==> src/logic/nvsc_pkg.sv <==
// constants for the host-side controller of a store/recall backed async sram
// assumes a 125 MHz clock; device times are held in ns and turned into cycle counts here
package nvsc_pkg;
  localparam int CLK_NS = 8;
  // device timings in ns (plain defaults, tune for the fitted part)
  localparam int ACCESS_NS = 45;
  localparam int STORE_REQUEST_DELAY_NS = 25;
  localparam int STORE_CYCLE_TIME_NS = 8000000;
  localparam int SOFT_RECALL_TIME_NS = 200000;
  localparam int POWERUP_RECALL_TIME_NS = 20000000;
  localparam int BUSY_TO_OUTPUT_ACTIVE_NS = 5;
  // least times round up to whole cycles
  localparam int SYNC_CYC = 2;
  localparam int ACCESS_CYC = (ACCESS_NS + CLK_NS - 1) / CLK_NS + SYNC_CYC;
  localparam int GAP_CYC = 2;
  localparam int STORE_REQUEST_DELAY_CYC = (STORE_REQUEST_DELAY_NS + CLK_NS - 1) / CLK_NS;
  localparam int STORE_CYCLE_CYC = (STORE_CYCLE_TIME_NS + CLK_NS - 1) / CLK_NS;
  localparam int SOFT_RECALL_CYC = (SOFT_RECALL_TIME_NS + CLK_NS - 1) / CLK_NS;
  localparam int POWERUP_RECALL_CYC = (POWERUP_RECALL_TIME_NS + CLK_NS - 1) / CLK_NS;
  localparam int BUSY_TO_OUTPUT_ACTIVE_CYC = (BUSY_TO_OUTPUT_ACTIVE_NS + CLK_NS - 1) / CLK_NS;
  localparam int TMR_W = 22;
  // pin widths (x16 organisation)
  localparam int ADDR_W = 18;
  localparam int DATA_W = 16;
  // software sequence addresses (only bits 14..2 are decoded by the device)
  localparam logic [15:0] SEQ_A0 = 16'h4E38;
  localparam logic [15:0] SEQ_A1 = 16'hB1C7;
  localparam logic [15:0] SEQ_A2 = 16'h83E0;
  localparam logic [15:0] SEQ_A3 = 16'h7C1F;
  localparam logic [15:0] SEQ_A4 = 16'h703F;
  localparam logic [15:0] SEQ_STORE = 16'h8FC0;
  localparam logic [15:0] SEQ_RECALL = 16'h4C63;
  localparam logic [15:0] SEQ_AS_OFF = 16'h8B45;
  localparam logic [15:0] SEQ_AS_ON = 16'h4B46;
  localparam logic [2:0] SEQ_LAST = 3'h5;
  // register byte offsets
  localparam logic [7:0] REG_CMD = 8'h00;
  localparam logic [7:0] REG_ADDR = 8'h04;
  localparam logic [7:0] REG_WDATA = 8'h08;
  localparam logic [7:0] REG_RDATA = 8'h0C;
  localparam logic [7:0] REG_STATUS = 8'h10;
  // command codes written to REG_CMD[2:0]
  localparam logic [2:0] CMD_READ = 3'h1;
  localparam logic [2:0] CMD_WRITE = 3'h2;
  localparam logic [2:0] CMD_HW_STORE = 3'h3;
  localparam logic [2:0] CMD_SW_STORE = 3'h4;
  localparam logic [2:0] CMD_SW_RECALL = 3'h5;
  localparam logic [2:0] CMD_AS_OFF = 3'h6;
  localparam logic [2:0] CMD_AS_ON = 3'h7;
  // status bit positions
  localparam int ST_BUSY = 0;
  localparam int ST_READY = 1;
  localparam int ST_PIN = 2;
  localparam int ST_REFUSED = 3;
  localparam int ST_CORE_PG = 4;
  localparam int ST_IO_PG = 5;
  localparam int ST_DONE = 6;
  // wdata layout: data in 15:0, byte enables (active high) in 17:16
  localparam int WD_BE_LO = 16;
  localparam int WD_BE_HI = 17;
  localparam logic [31:0] RESET_WORD = 32'h0000_0000;

  typedef enum logic [3:0] {
    ST_PWRUP, ST_PWRWAIT, ST_IDLE, ST_ACC, ST_SEQ_ON, ST_SEQ_OFF,
    ST_HWREQ, ST_NVWAIT, ST_PINWAIT, ST_SETTLE
  } nvsc_state_type;
endpackage

==> src/logic/nvsc_sync.sv <==
// two flip-flop synchroniser, one chain per bit
// assumes inputs are asynchronous to clk_i; the first stage feeds only the second
`timescale 1ns/1ps
module nvsc_sync #(
  parameter int WIDTH = 1
) (
  input wire logic clk_i,
  input wire logic rst_i,
  input wire logic [WIDTH-1:0] async_i,
  output logic [WIDTH-1:0] sync_o
);
  logic [WIDTH-1:0] meta_ff;
  logic [WIDTH-1:0] sync_ff;

  // every stage resets to zero, so a synced level reads low until the second edge after reset
  genvar g;
  generate
    for (g = 0; g < WIDTH; g++) begin : g_bit
      always_ff @(posedge clk_i or posedge rst_i) begin
        if (rst_i) begin
          meta_ff[g] <= 1'b0;
          sync_ff[g] <= 1'b0;
        end else begin
          meta_ff[g] <= async_i[g];
          sync_ff[g] <= meta_ff[g];
        end
      end
    end
  endgenerate

  assign sync_o = sync_ff;
endmodule

==> src/logic/nvsc_ctrl.sv <==
// host-side controller for an async sram with store/recall and a store-busy handshake pin
// assumes: software reaches registers over a plain strobe port; the pin is open drain with
// a pull-up outside; core/io power-good come from board supervisors, asynchronous to clk_i
//
// The strobed register port and the address map were chosen for this implementation.
`timescale 1ns/1ps
module nvsc_ctrl #(
  parameter int STORE_CYCLE_CYC = nvsc_pkg::STORE_CYCLE_CYC,
  parameter int SOFT_RECALL_CYC = nvsc_pkg::SOFT_RECALL_CYC,
  parameter int POWERUP_RECALL_CYC = nvsc_pkg::POWERUP_RECALL_CYC
) (
  input wire logic clk_i,
  input wire logic rst_i,
  input wire logic [7:0] reg_addr_i,
  input wire logic [31:0] reg_wdata_i,
  input wire logic reg_wr_i,
  input wire logic reg_rd_i,
  output logic [31:0] reg_rdata_o,
  input wire logic core_pwr_good_i,
  input wire logic io_pwr_good_i,
  output logic chip_select_n_o,
  output logic output_enable_n_o,
  output logic write_enable_n_o,
  output logic upper_byte_enable_n_o,
  output logic lower_byte_enable_n_o,
  output logic [nvsc_pkg::ADDR_W-1:0] addr_o,
  input wire logic [nvsc_pkg::DATA_W-1:0] dq_i,
  output logic [nvsc_pkg::DATA_W-1:0] dq_o,
  output logic dq_oe_o,
  input wire logic store_busy_handshake_i,
  output logic store_busy_handshake_o,
  output logic store_busy_handshake_oe_o
);
  localparam int SW = 3 + nvsc_pkg::DATA_W;
  localparam logic [nvsc_pkg::TMR_W-1:0] ACC_T = nvsc_pkg::TMR_W'(nvsc_pkg::ACCESS_CYC - 1);
  localparam logic [nvsc_pkg::TMR_W-1:0] GAP_T = nvsc_pkg::TMR_W'(nvsc_pkg::GAP_CYC - 1);
  localparam logic [nvsc_pkg::TMR_W-1:0] REQ_T = nvsc_pkg::TMR_W'(nvsc_pkg::STORE_REQUEST_DELAY_CYC - 1);
  localparam logic [nvsc_pkg::TMR_W-1:0] LZ_T = nvsc_pkg::TMR_W'(nvsc_pkg::BUSY_TO_OUTPUT_ACTIVE_CYC - 1);
  localparam logic [nvsc_pkg::TMR_W-1:0] ST_T = nvsc_pkg::TMR_W'(STORE_CYCLE_CYC - 1);
  localparam logic [nvsc_pkg::TMR_W-1:0] RC_T = nvsc_pkg::TMR_W'(SOFT_RECALL_CYC - 1);
  localparam logic [nvsc_pkg::TMR_W-1:0] PU_T = nvsc_pkg::TMR_W'(POWERUP_RECALL_CYC - 1);
  localparam logic [nvsc_pkg::TMR_W-1:0] T_ZERO = '0;

  logic [SW-1:0] sync_w;
  logic core_pg;
  logic io_pg;
  logic pin_high;
  logic [nvsc_pkg::DATA_W-1:0] dq_s;

  // power-good, busy pin and data bus all come from outside the clock domain
  nvsc_sync #(.WIDTH(SW)) u_sync (
    .clk_i(clk_i),
    .rst_i(rst_i),
    .async_i({core_pwr_good_i, io_pwr_good_i, store_busy_handshake_i, dq_i}),
    .sync_o(sync_w)
  );
  assign core_pg = sync_w[SW-1];
  assign io_pg = sync_w[SW-2];
  assign pin_high = sync_w[SW-3];
  assign dq_s = sync_w[nvsc_pkg::DATA_W-1:0];

  nvsc_pkg::nvsc_state_type state_ff, nxt_state;
  logic [nvsc_pkg::TMR_W-1:0] tmr_ff, nxt_tmr;
  logic [2:0] cmd_ff, nxt_cmd;
  logic [2:0] seq_ff, nxt_seq;
  logic [nvsc_pkg::ADDR_W-1:0] addr_reg_ff, nxt_addr_reg;
  logic [31:0] wdata_ff, nxt_wdata;
  logic [nvsc_pkg::DATA_W-1:0] rdata_ff, nxt_rdata;
  logic refused_ff, nxt_refused;
  logic done_ff, nxt_done;
  logic [31:0] rd_ff, nxt_rd;
  logic ce_n_ff, nxt_ce_n;
  logic oe_n_ff, nxt_oe_n;
  logic we_n_ff, nxt_we_n;
  logic ub_n_ff, nxt_ub_n;
  logic lb_n_ff, nxt_lb_n;
  logic [nvsc_pkg::ADDR_W-1:0] pin_addr_ff, nxt_pin_addr;
  logic [nvsc_pkg::DATA_W-1:0] dq_ff, nxt_dq;
  logic dq_oe_ff, nxt_dq_oe;
  logic busy_oe_ff, nxt_busy_oe;
  logic cmd_wr;
  logic [15:0] seq_addr;

  assign cmd_wr = reg_wr_i && (reg_addr_i == nvsc_pkg::REG_CMD);

  // address of the current sequence read; the sixth depends on the command
  always_comb begin
    seq_addr = nvsc_pkg::SEQ_A0;
    unique case (seq_ff)
      3'h0: seq_addr = nvsc_pkg::SEQ_A0;
      3'h1: seq_addr = nvsc_pkg::SEQ_A1;
      3'h2: seq_addr = nvsc_pkg::SEQ_A2;
      3'h3: seq_addr = nvsc_pkg::SEQ_A3;
      3'h4: seq_addr = nvsc_pkg::SEQ_A4;
      default: begin
        unique case (cmd_ff)
          nvsc_pkg::CMD_SW_STORE: seq_addr = nvsc_pkg::SEQ_STORE;
          nvsc_pkg::CMD_SW_RECALL: seq_addr = nvsc_pkg::SEQ_RECALL;
          nvsc_pkg::CMD_AS_OFF: seq_addr = nvsc_pkg::SEQ_AS_OFF;
          default: seq_addr = nvsc_pkg::SEQ_AS_ON;
        endcase
      end
    endcase
  end

  // controller state, pin drive and register file next values
  always_comb begin
    nxt_state = state_ff;
    nxt_tmr = (tmr_ff == T_ZERO) ? T_ZERO : tmr_ff - 1'b1;
    nxt_cmd = cmd_ff;
    nxt_seq = seq_ff;
    nxt_addr_reg = addr_reg_ff;
    nxt_wdata = wdata_ff;
    nxt_rdata = rdata_ff;
    nxt_refused = refused_ff;
    nxt_done = done_ff;
    nxt_ce_n = ce_n_ff;
    nxt_oe_n = oe_n_ff;
    nxt_we_n = we_n_ff;
    nxt_ub_n = ub_n_ff;
    nxt_lb_n = lb_n_ff;
    nxt_pin_addr = pin_addr_ff;
    nxt_dq = dq_ff;
    nxt_dq_oe = dq_oe_ff;
    nxt_busy_oe = busy_oe_ff;
    nxt_rd = rd_ff;
    // register writes; a software clear loses to a hardware set in the same cycle
    if (reg_wr_i && reg_addr_i == nvsc_pkg::REG_ADDR) begin
      nxt_addr_reg = reg_wdata_i[nvsc_pkg::ADDR_W-1:0];
    end
    if (reg_wr_i && reg_addr_i == nvsc_pkg::REG_WDATA) begin
      nxt_wdata = reg_wdata_i;
    end
    if (cmd_wr) begin
      nxt_refused = 1'b0;
      nxt_done = 1'b0;
    end
    unique case (state_ff)
      nvsc_pkg::ST_PWRUP: begin
        // we_n stays high so no write is presented while the device recalls
        if (core_pg && io_pg) begin
          nxt_tmr = PU_T;
          nxt_state = nvsc_pkg::ST_PWRWAIT;
        end
      end
      nvsc_pkg::ST_PWRWAIT: begin
        if (!core_pg || !io_pg) begin
          nxt_state = nvsc_pkg::ST_PWRUP;
        end else if (tmr_ff == T_ZERO && pin_high) begin
          nxt_tmr = LZ_T;
          nxt_state = nvsc_pkg::ST_SETTLE;
        end
      end
      nvsc_pkg::ST_IDLE: begin
        if (!core_pg || !io_pg) begin
          // a core dip means an automatic save and later a recall on the device side
          nxt_state = nvsc_pkg::ST_PWRUP;
        end
        if (cmd_wr) begin
          nxt_cmd = reg_wdata_i[2:0];
          nxt_seq = 3'h0;
          if (!core_pg || !io_pg || !pin_high || reg_wdata_i[2:0] == 3'h0) begin
            nxt_refused = 1'b1;
          end else if (reg_wdata_i[2:0] == nvsc_pkg::CMD_READ || reg_wdata_i[2:0] == nvsc_pkg::CMD_WRITE) begin
            nxt_pin_addr = addr_reg_ff;
            nxt_ce_n = 1'b0;
            nxt_oe_n = (reg_wdata_i[2:0] == nvsc_pkg::CMD_WRITE);
            nxt_we_n = (reg_wdata_i[2:0] != nvsc_pkg::CMD_WRITE);
            nxt_dq_oe = (reg_wdata_i[2:0] == nvsc_pkg::CMD_WRITE);
            nxt_dq = wdata_ff[nvsc_pkg::DATA_W-1:0];
            nxt_ub_n = !wdata_ff[nvsc_pkg::WD_BE_HI];
            nxt_lb_n = !wdata_ff[nvsc_pkg::WD_BE_LO];
            nxt_tmr = ACC_T;
            nxt_state = nvsc_pkg::ST_ACC;
          end else if (reg_wdata_i[2:0] == nvsc_pkg::CMD_HW_STORE) begin
            nxt_busy_oe = 1'b1;
            nxt_tmr = REQ_T;
            nxt_state = nvsc_pkg::ST_HWREQ;
          end else begin
            nxt_state = nvsc_pkg::ST_SEQ_OFF;
            nxt_tmr = T_ZERO;
          end
        end
      end
      nvsc_pkg::ST_ACC: begin
        if (tmr_ff == T_ZERO) begin
          if (!oe_n_ff) begin
            nxt_rdata = dq_s;
          end
          nxt_ce_n = 1'b1;
          nxt_oe_n = 1'b1;
          nxt_we_n = 1'b1;
          nxt_dq_oe = 1'b0;
          nxt_done = 1'b1;
          nxt_state = nvsc_pkg::ST_IDLE;
        end
      end
      nvsc_pkg::ST_SEQ_OFF: begin
        // the sequence owns the bus until it ends, so nothing can interleave
        if (tmr_ff == T_ZERO) begin
          nxt_pin_addr = {{(nvsc_pkg::ADDR_W-16){1'b0}}, seq_addr};
          nxt_ce_n = 1'b0;
          nxt_oe_n = 1'b0;
          nxt_we_n = 1'b1;
          nxt_ub_n = 1'b0;
          nxt_lb_n = 1'b0;
          nxt_tmr = ACC_T;
          nxt_state = nvsc_pkg::ST_SEQ_ON;
        end
      end
      nvsc_pkg::ST_SEQ_ON: begin
        if (tmr_ff == T_ZERO) begin
          nxt_ce_n = 1'b1;
          nxt_oe_n = 1'b1;
          if (seq_ff == 3'h0) begin
            nxt_rdata = dq_s;
          end
          if (seq_ff != nvsc_pkg::SEQ_LAST) begin
            nxt_seq = seq_ff + 3'h1;
            nxt_tmr = GAP_T;
            nxt_state = nvsc_pkg::ST_SEQ_OFF;
          end else if (cmd_ff == nvsc_pkg::CMD_SW_STORE) begin
            nxt_tmr = ST_T;
            nxt_state = nvsc_pkg::ST_NVWAIT;
          end else if (cmd_ff == nvsc_pkg::CMD_SW_RECALL) begin
            nxt_tmr = RC_T;
            nxt_state = nvsc_pkg::ST_NVWAIT;
          end else begin
            // a new automatic save setting is lost at power-down unless stored, so store it at once
            nxt_cmd = nvsc_pkg::CMD_SW_STORE;
            nxt_seq = 3'h0;
            nxt_tmr = GAP_T;
            nxt_state = nvsc_pkg::ST_SEQ_OFF;
          end
        end
      end
      nvsc_pkg::ST_HWREQ: begin
        // hold the request through the delay so writes in flight can finish
        if (tmr_ff == T_ZERO) begin
          nxt_busy_oe = 1'b0;
          nxt_tmr = T_ZERO;
          nxt_state = nvsc_pkg::ST_PINWAIT;
        end
      end
      nvsc_pkg::ST_NVWAIT: begin
        if (tmr_ff == T_ZERO) begin
          nxt_state = nvsc_pkg::ST_PINWAIT;
        end
      end
      nvsc_pkg::ST_PINWAIT: begin
        // device holds the pin low while storing; access waits until it is high
        if (pin_high) begin
          nxt_tmr = LZ_T;
          nxt_state = nvsc_pkg::ST_SETTLE;
        end
      end
      nvsc_pkg::ST_SETTLE: begin
        if (tmr_ff == T_ZERO) begin
          nxt_done = 1'b1;
          nxt_state = nvsc_pkg::ST_IDLE;
        end
      end
    endcase
    // read data stands the cycle after the strobe only
    nxt_rd = nvsc_pkg::RESET_WORD;
    if (reg_rd_i) begin
      unique case (reg_addr_i)
        nvsc_pkg::REG_ADDR: nxt_rd = 32'(addr_reg_ff);
        nvsc_pkg::REG_WDATA: nxt_rd = wdata_ff;
        nvsc_pkg::REG_RDATA: nxt_rd = 32'(rdata_ff);
        nvsc_pkg::REG_STATUS: begin
          nxt_rd[nvsc_pkg::ST_BUSY] = (state_ff != nvsc_pkg::ST_IDLE);
          nxt_rd[nvsc_pkg::ST_READY] = (state_ff == nvsc_pkg::ST_IDLE) && pin_high;
          nxt_rd[nvsc_pkg::ST_PIN] = pin_high;
          nxt_rd[nvsc_pkg::ST_REFUSED] = refused_ff;
          nxt_rd[nvsc_pkg::ST_CORE_PG] = core_pg;
          nxt_rd[nvsc_pkg::ST_IO_PG] = io_pg;
          nxt_rd[nvsc_pkg::ST_DONE] = done_ff;
        end
        default: nxt_rd = nvsc_pkg::RESET_WORD;
      endcase
    end
    // a command written while busy is dropped and flagged
    if (cmd_wr && state_ff != nvsc_pkg::ST_IDLE) begin
      nxt_refused = 1'b1;
    end
  end

  // registers only; the pins idle deselected with the bus released
  always_ff @(posedge clk_i or posedge rst_i) begin
    if (rst_i) begin
      state_ff <= nvsc_pkg::ST_PWRUP;
      tmr_ff <= '0;
      cmd_ff <= 3'h0;
      seq_ff <= 3'h0;
      addr_reg_ff <= '0;
      wdata_ff <= 32'h0000_0000;
      rdata_ff <= '0;
      refused_ff <= 1'b0;
      done_ff <= 1'b0;
      rd_ff <= 32'h0000_0000;
      ce_n_ff <= 1'b1;
      oe_n_ff <= 1'b1;
      we_n_ff <= 1'b1;
      ub_n_ff <= 1'b1;
      lb_n_ff <= 1'b1;
      pin_addr_ff <= '0;
      dq_ff <= '0;
      dq_oe_ff <= 1'b0;
      busy_oe_ff <= 1'b0;
    end else begin
      state_ff <= nxt_state;
      tmr_ff <= nxt_tmr;
      cmd_ff <= nxt_cmd;
      seq_ff <= nxt_seq;
      addr_reg_ff <= nxt_addr_reg;
      wdata_ff <= nxt_wdata;
      rdata_ff <= nxt_rdata;
      refused_ff <= nxt_refused;
      done_ff <= nxt_done;
      rd_ff <= nxt_rd;
      ce_n_ff <= nxt_ce_n;
      oe_n_ff <= nxt_oe_n;
      we_n_ff <= nxt_we_n;
      ub_n_ff <= nxt_ub_n;
      lb_n_ff <= nxt_lb_n;
      pin_addr_ff <= nxt_pin_addr;
      dq_ff <= nxt_dq;
      dq_oe_ff <= nxt_dq_oe;
      busy_oe_ff <= nxt_busy_oe;
    end
  end

  // open drain: the pin is only ever pulled low, never driven high by the host
  assign store_busy_handshake_o = 1'b0;
  assign store_busy_handshake_oe_o = busy_oe_ff;
  assign reg_rdata_o = rd_ff;
  assign chip_select_n_o = ce_n_ff;
  assign output_enable_n_o = oe_n_ff;
  assign write_enable_n_o = we_n_ff;
  assign upper_byte_enable_n_o = ub_n_ff;
  assign lower_byte_enable_n_o = lb_n_ff;
  assign addr_o = pin_addr_ff;
  assign dq_o = dq_ff;
  assign dq_oe_o = dq_oe_ff;
endmodule

==> config.mk <==
export PLATFORM = sky130hd
export DESIGN_NAME = nvsc_ctrl
export DESIGN_NICKNAME = d
export VERILOG_FILES = /design/src/logic/nvsc_pkg.sv /design/src/logic/nvsc_sync.sv /design/src/logic/nvsc_ctrl.sv
export SDC_FILE = /design/constraint.sdc
export NUM_CORES = 1
export LEC_CHECK = 0
export ABC_AREA = 1
export BUFFER_PORTS_ARGS = -buffer_cell sky130_fd_sc_hd__buf_2
export CAP_MARGIN = 10
export CORE_ASPECT_RATIO = 1.75
export CORE_MARGIN = 2
export CORE_UTILIZATION = 40
export CTS_CLUSTER_DIAMETER = 80
export CTS_CLUSTER_SIZE = 10
export DETAILED_ROUTE_END_ITERATION = 10
export GPL_TIMING_DRIVEN = 1
export PLACE_DENSITY = 0.6
export SLEW_MARGIN = 20
export SYNTH_ARGS = -nofsm -noshare
export SYNTH_HDL_FRONTEND = slang
export SYNTH_HIERARCHICAL = 1
export SYNTH_SLANG_ARGS = --single-unit
==> constraint.sdc <==
create_clock -name clk_i -period 8.7 [get_ports clk_i]
set_clock_uncertainty 0.05 [all_clocks]
set_input_delay 1.74 -clock clk_i [delete_from_list [all_inputs] [get_ports clk_i]]
set_output_delay 1.74 -clock clk_i [all_outputs]
set_load 0.005 [all_outputs]
==> flow_summary.yaml <==
setup_path:
  worstSetupPathType: "input pin to flop"
  start_kind: "input pin"
  end_kind: "flop"
  crit_fanout: 50
  required_ns: 9.06
  worst_ep_arrival_time_ns: 3.76
placed_design:
  gp_congestion: 0.898
  dp_hpwl_mm: 19.6
  numPortBuffers: 135
  place_inst: 1506
clocking:
  clk_latency_ns: 0.55
  cts_buffers: 25
  cts-root-buf: "clkbuf_16"
  postCtsSetupRepairBufs: 0
  cts.sinks: 211
  cts_resized: 0
  holdBufCountCts: 0
  path_clk_slew_ns: 0.05
  cts_tree: "yes"
  cts.htree.levels: 1
  clk_path_buf_depth: 3
yosys:
  synth_most_common_cell: "nand2_1"
  synth_area_leaders: "dfrtp_1, nand2_1, inv_1"
  netlist.area_leader.share: 0.541
  synth.distinct_cells: 48
  synth_ff_type: "dfrtp_1"
  synth_top_area_cell: "dfrtp_1"
  netlist_top_cells_count: "nand2_1, dfrtp_1, inv_1"
  syn_nets: 1161
  yosys_warnings: 6
  synth_edf_count: 0
  syn_inst: 1096
  ys_seq_elements: 211
  ys_async_sr_fraction: 1.00
  yosysSeqAreaShare: 0.555
  syn_avg_cell_area_um2: 8.69
  syn_area_um2: 9520
global_route:
  grt_start_max_net_pins: 96
  grt_pass1_vias: 7752
  grt_usage: 0.211
  grt_pass1_wl_mm: 41.0
  antenna_found_initial: 0
  overflow: 0
drt:
  dr.pass1.iters: 5
  ant_nets: 0
  drc_errors: 0
  drtIter0Drc: 533
  viasPerCell: 4.97
  routedWlPerCell_um: 16.9
  wl_mm: 26.2
  vias: 7680
sta:
  worst_slew_pin_slew_ns: 0.882
  maxSlewViolCount: 0
  finalCriticalPeriod_ns: 3.40
  rsz0062_at_grt: "false"
  finalHoldViolations: 0
  fin_crit_sh: 0.390
  finalSetupViolCount: 0
  max_freq_ghz: 0.294
  hold_slack_ns: 0.294
  fin_tns_setup_ns: 0
  slew_headroom: 0.412
final_layout:
  seq_area_um2: 5290
  multi_input_area_um2: 3440
  fill_cells: 2348
  layout.nets: 1294
  finalNonFillerCells: 1544
  syn_to_final_growth_pct: 17.0
  n_antenna_cell: 0
  drive_above_1_share: 0.197
die:
  initial_core_util: 0.408
  placementRows: 74
  dieArea_um2: 25100
  coreArea_um2: 23300
  chipWidth_um: 121
  die_y_um: 208
  ios: 137
worst_hold_path:
  hold_class: "flop to flop"
job:
  cap_violations: 0
status:
  status: "finished clean"
power_and_ir_drop:
  p_per_area_nw_per_um2: 180
  leakagePower_nw: 5.67
  peakVddDrop_mv: 0.162
  finalPower_w: 0.00201
[cells in the final DEF, fill, tap and decap left out, drive strengths merged]
master and count:
nand2 248, dfrtp 206, inv 165, buf 140, nor2 128, o21ai 127
nand3 63, clkbuf 36, a21oi 24, o22ai 16, mux2 15, nand4 11
nor3 9, o211ai 7, a211oi 7, xor2 6, dfstp 5, nand3b 4
a21boi 3, a32o 3, a31oi 2, or2 2, o221ai 2, ha 2
and2 1, o21a 1, nor4 1, o21bai 1, and3 1, o31ai 1
a22oi 1, a22o 1, conb 1
[stage by stage]
| stage | setup WS (ns) | util | area (µm²) |
|---|---|---|---|
| finish | 5.30 | 0.477 | 11100 |
| global route | 5.14 | 0.477 | 11100 |
| CTS | 5.29 | 0.477 | 11100 |
| detailed placement | 4.73 | 0.447 | 10400 |
| global placement | 4.78 | 0.447 | 10400 |
| floorplan | 2.23 | - | 9520 |
[cell families after synthesis]
family,synth area share
multiplexers,0.0177
AO/OA/AOI/OAI,0.121
flip-flops,0.555
buffers and inverters,0.0836
other,0.000394
AND/OR/NAND/NOR,0.214
XOR/XNOR,0.00552
adder cells (fa/ha/maj),0.00263
[routing by layer]
metal	share of wire	global-route usage
met4	0.053	0.112
met5	0	0
met3	0.044	0.0329
met1	0.36	0.223
met2	0.55	0.394
[flip-flops by register name, summed over array words and instances (netlist names)]
| signal | flops |
|---|---|
| state_ff | 4 |
| done_ff | 1 |
| addr_reg_ff | 18 |
| output_enable_n_o | 1 |
| addr_o | 18 |
| write_enable_n_o | 1 |
| seq_ff | 3 |
| reg_rdata_o | 32 |
| lower_byte_enable_n_o | 1 |
| store_busy_handshake_oe_o | 1 |
| chip_select_n_o | 1 |
| u_sync/sync_o | 19 |
| refused_ff | 1 |
| upper_byte_enable_n_o | 1 |
| dq_oe_o | 1 |
| dq_o | 16 |
| tmr_ff | 22 |
| wdata_ff | 32 |
| rdata_ff | 16 |
| u_sync/meta_ff | 19 |
| cmd_ff | 3 |
[final cells by class]
type / count / share of cell area
clock inverter: 2 / 0.00258
tap: 304 / 0.0342
sequential: 211 / 0.475
inverter: 163 / 0.0554
multi-input combinational: 688 / 0.309
timing repair buffer: 140 / 0.0644
clock buffer: 36 / 0.0599
[worst paths after layout]
check | start | end | slack [ns] | cells after the start
hold / removal | u_sync/meta_ff[15]$_DFF_PP0_ | u_sync/sync_o[15]$_DFF_PP0_ | 0.29 | 0
min in group asynchronous | rst_i | u_sync/meta_ff[16]$_DFF_PP0_ | 1.31 | 3
setup / recovery | reg_addr_i[5] | wdata_ff[28]$_DFFE_PP0P_ | 5.30 | 9
hold reg to reg | u_sync/meta_ff[15]$_DFF_PP0_ | u_sync/sync_o[15]$_DFF_PP0_ | 0.29 | 0
setup reg to reg | tmr_ff[0]$_DFF_PP0_ | rdata_ff[8]$_DFFE_PP0P_ | 5.95 | 10
max in group asynchronous | rst_i | reg_rdata_o[12]$_DFF_PP0_ | 5.99 | 3
[report_power, final]
part | switching (W) | leakage [nW] | internal (W)
clock | 0.000394 | 0.335 | 0.000529
sequential | 0.0000104 | 2.72 | 0.00100
combinational | 0.0000498 | 2.62 | 0.0000225
total | 0.000454 | 5.67 | 0.00155
[critical path, cell delays in order]
cell     delay [ns]
buf_2          0.10
nor2_1         0.22
nand2_1        0.11
inv_2          0.30
nand4_4        0.34
inv_1          0.23
nand2_1        0.07
buf_4          0.29
mux2_2         0.33
Note: power is estimated with default switching activity, not from simulation.
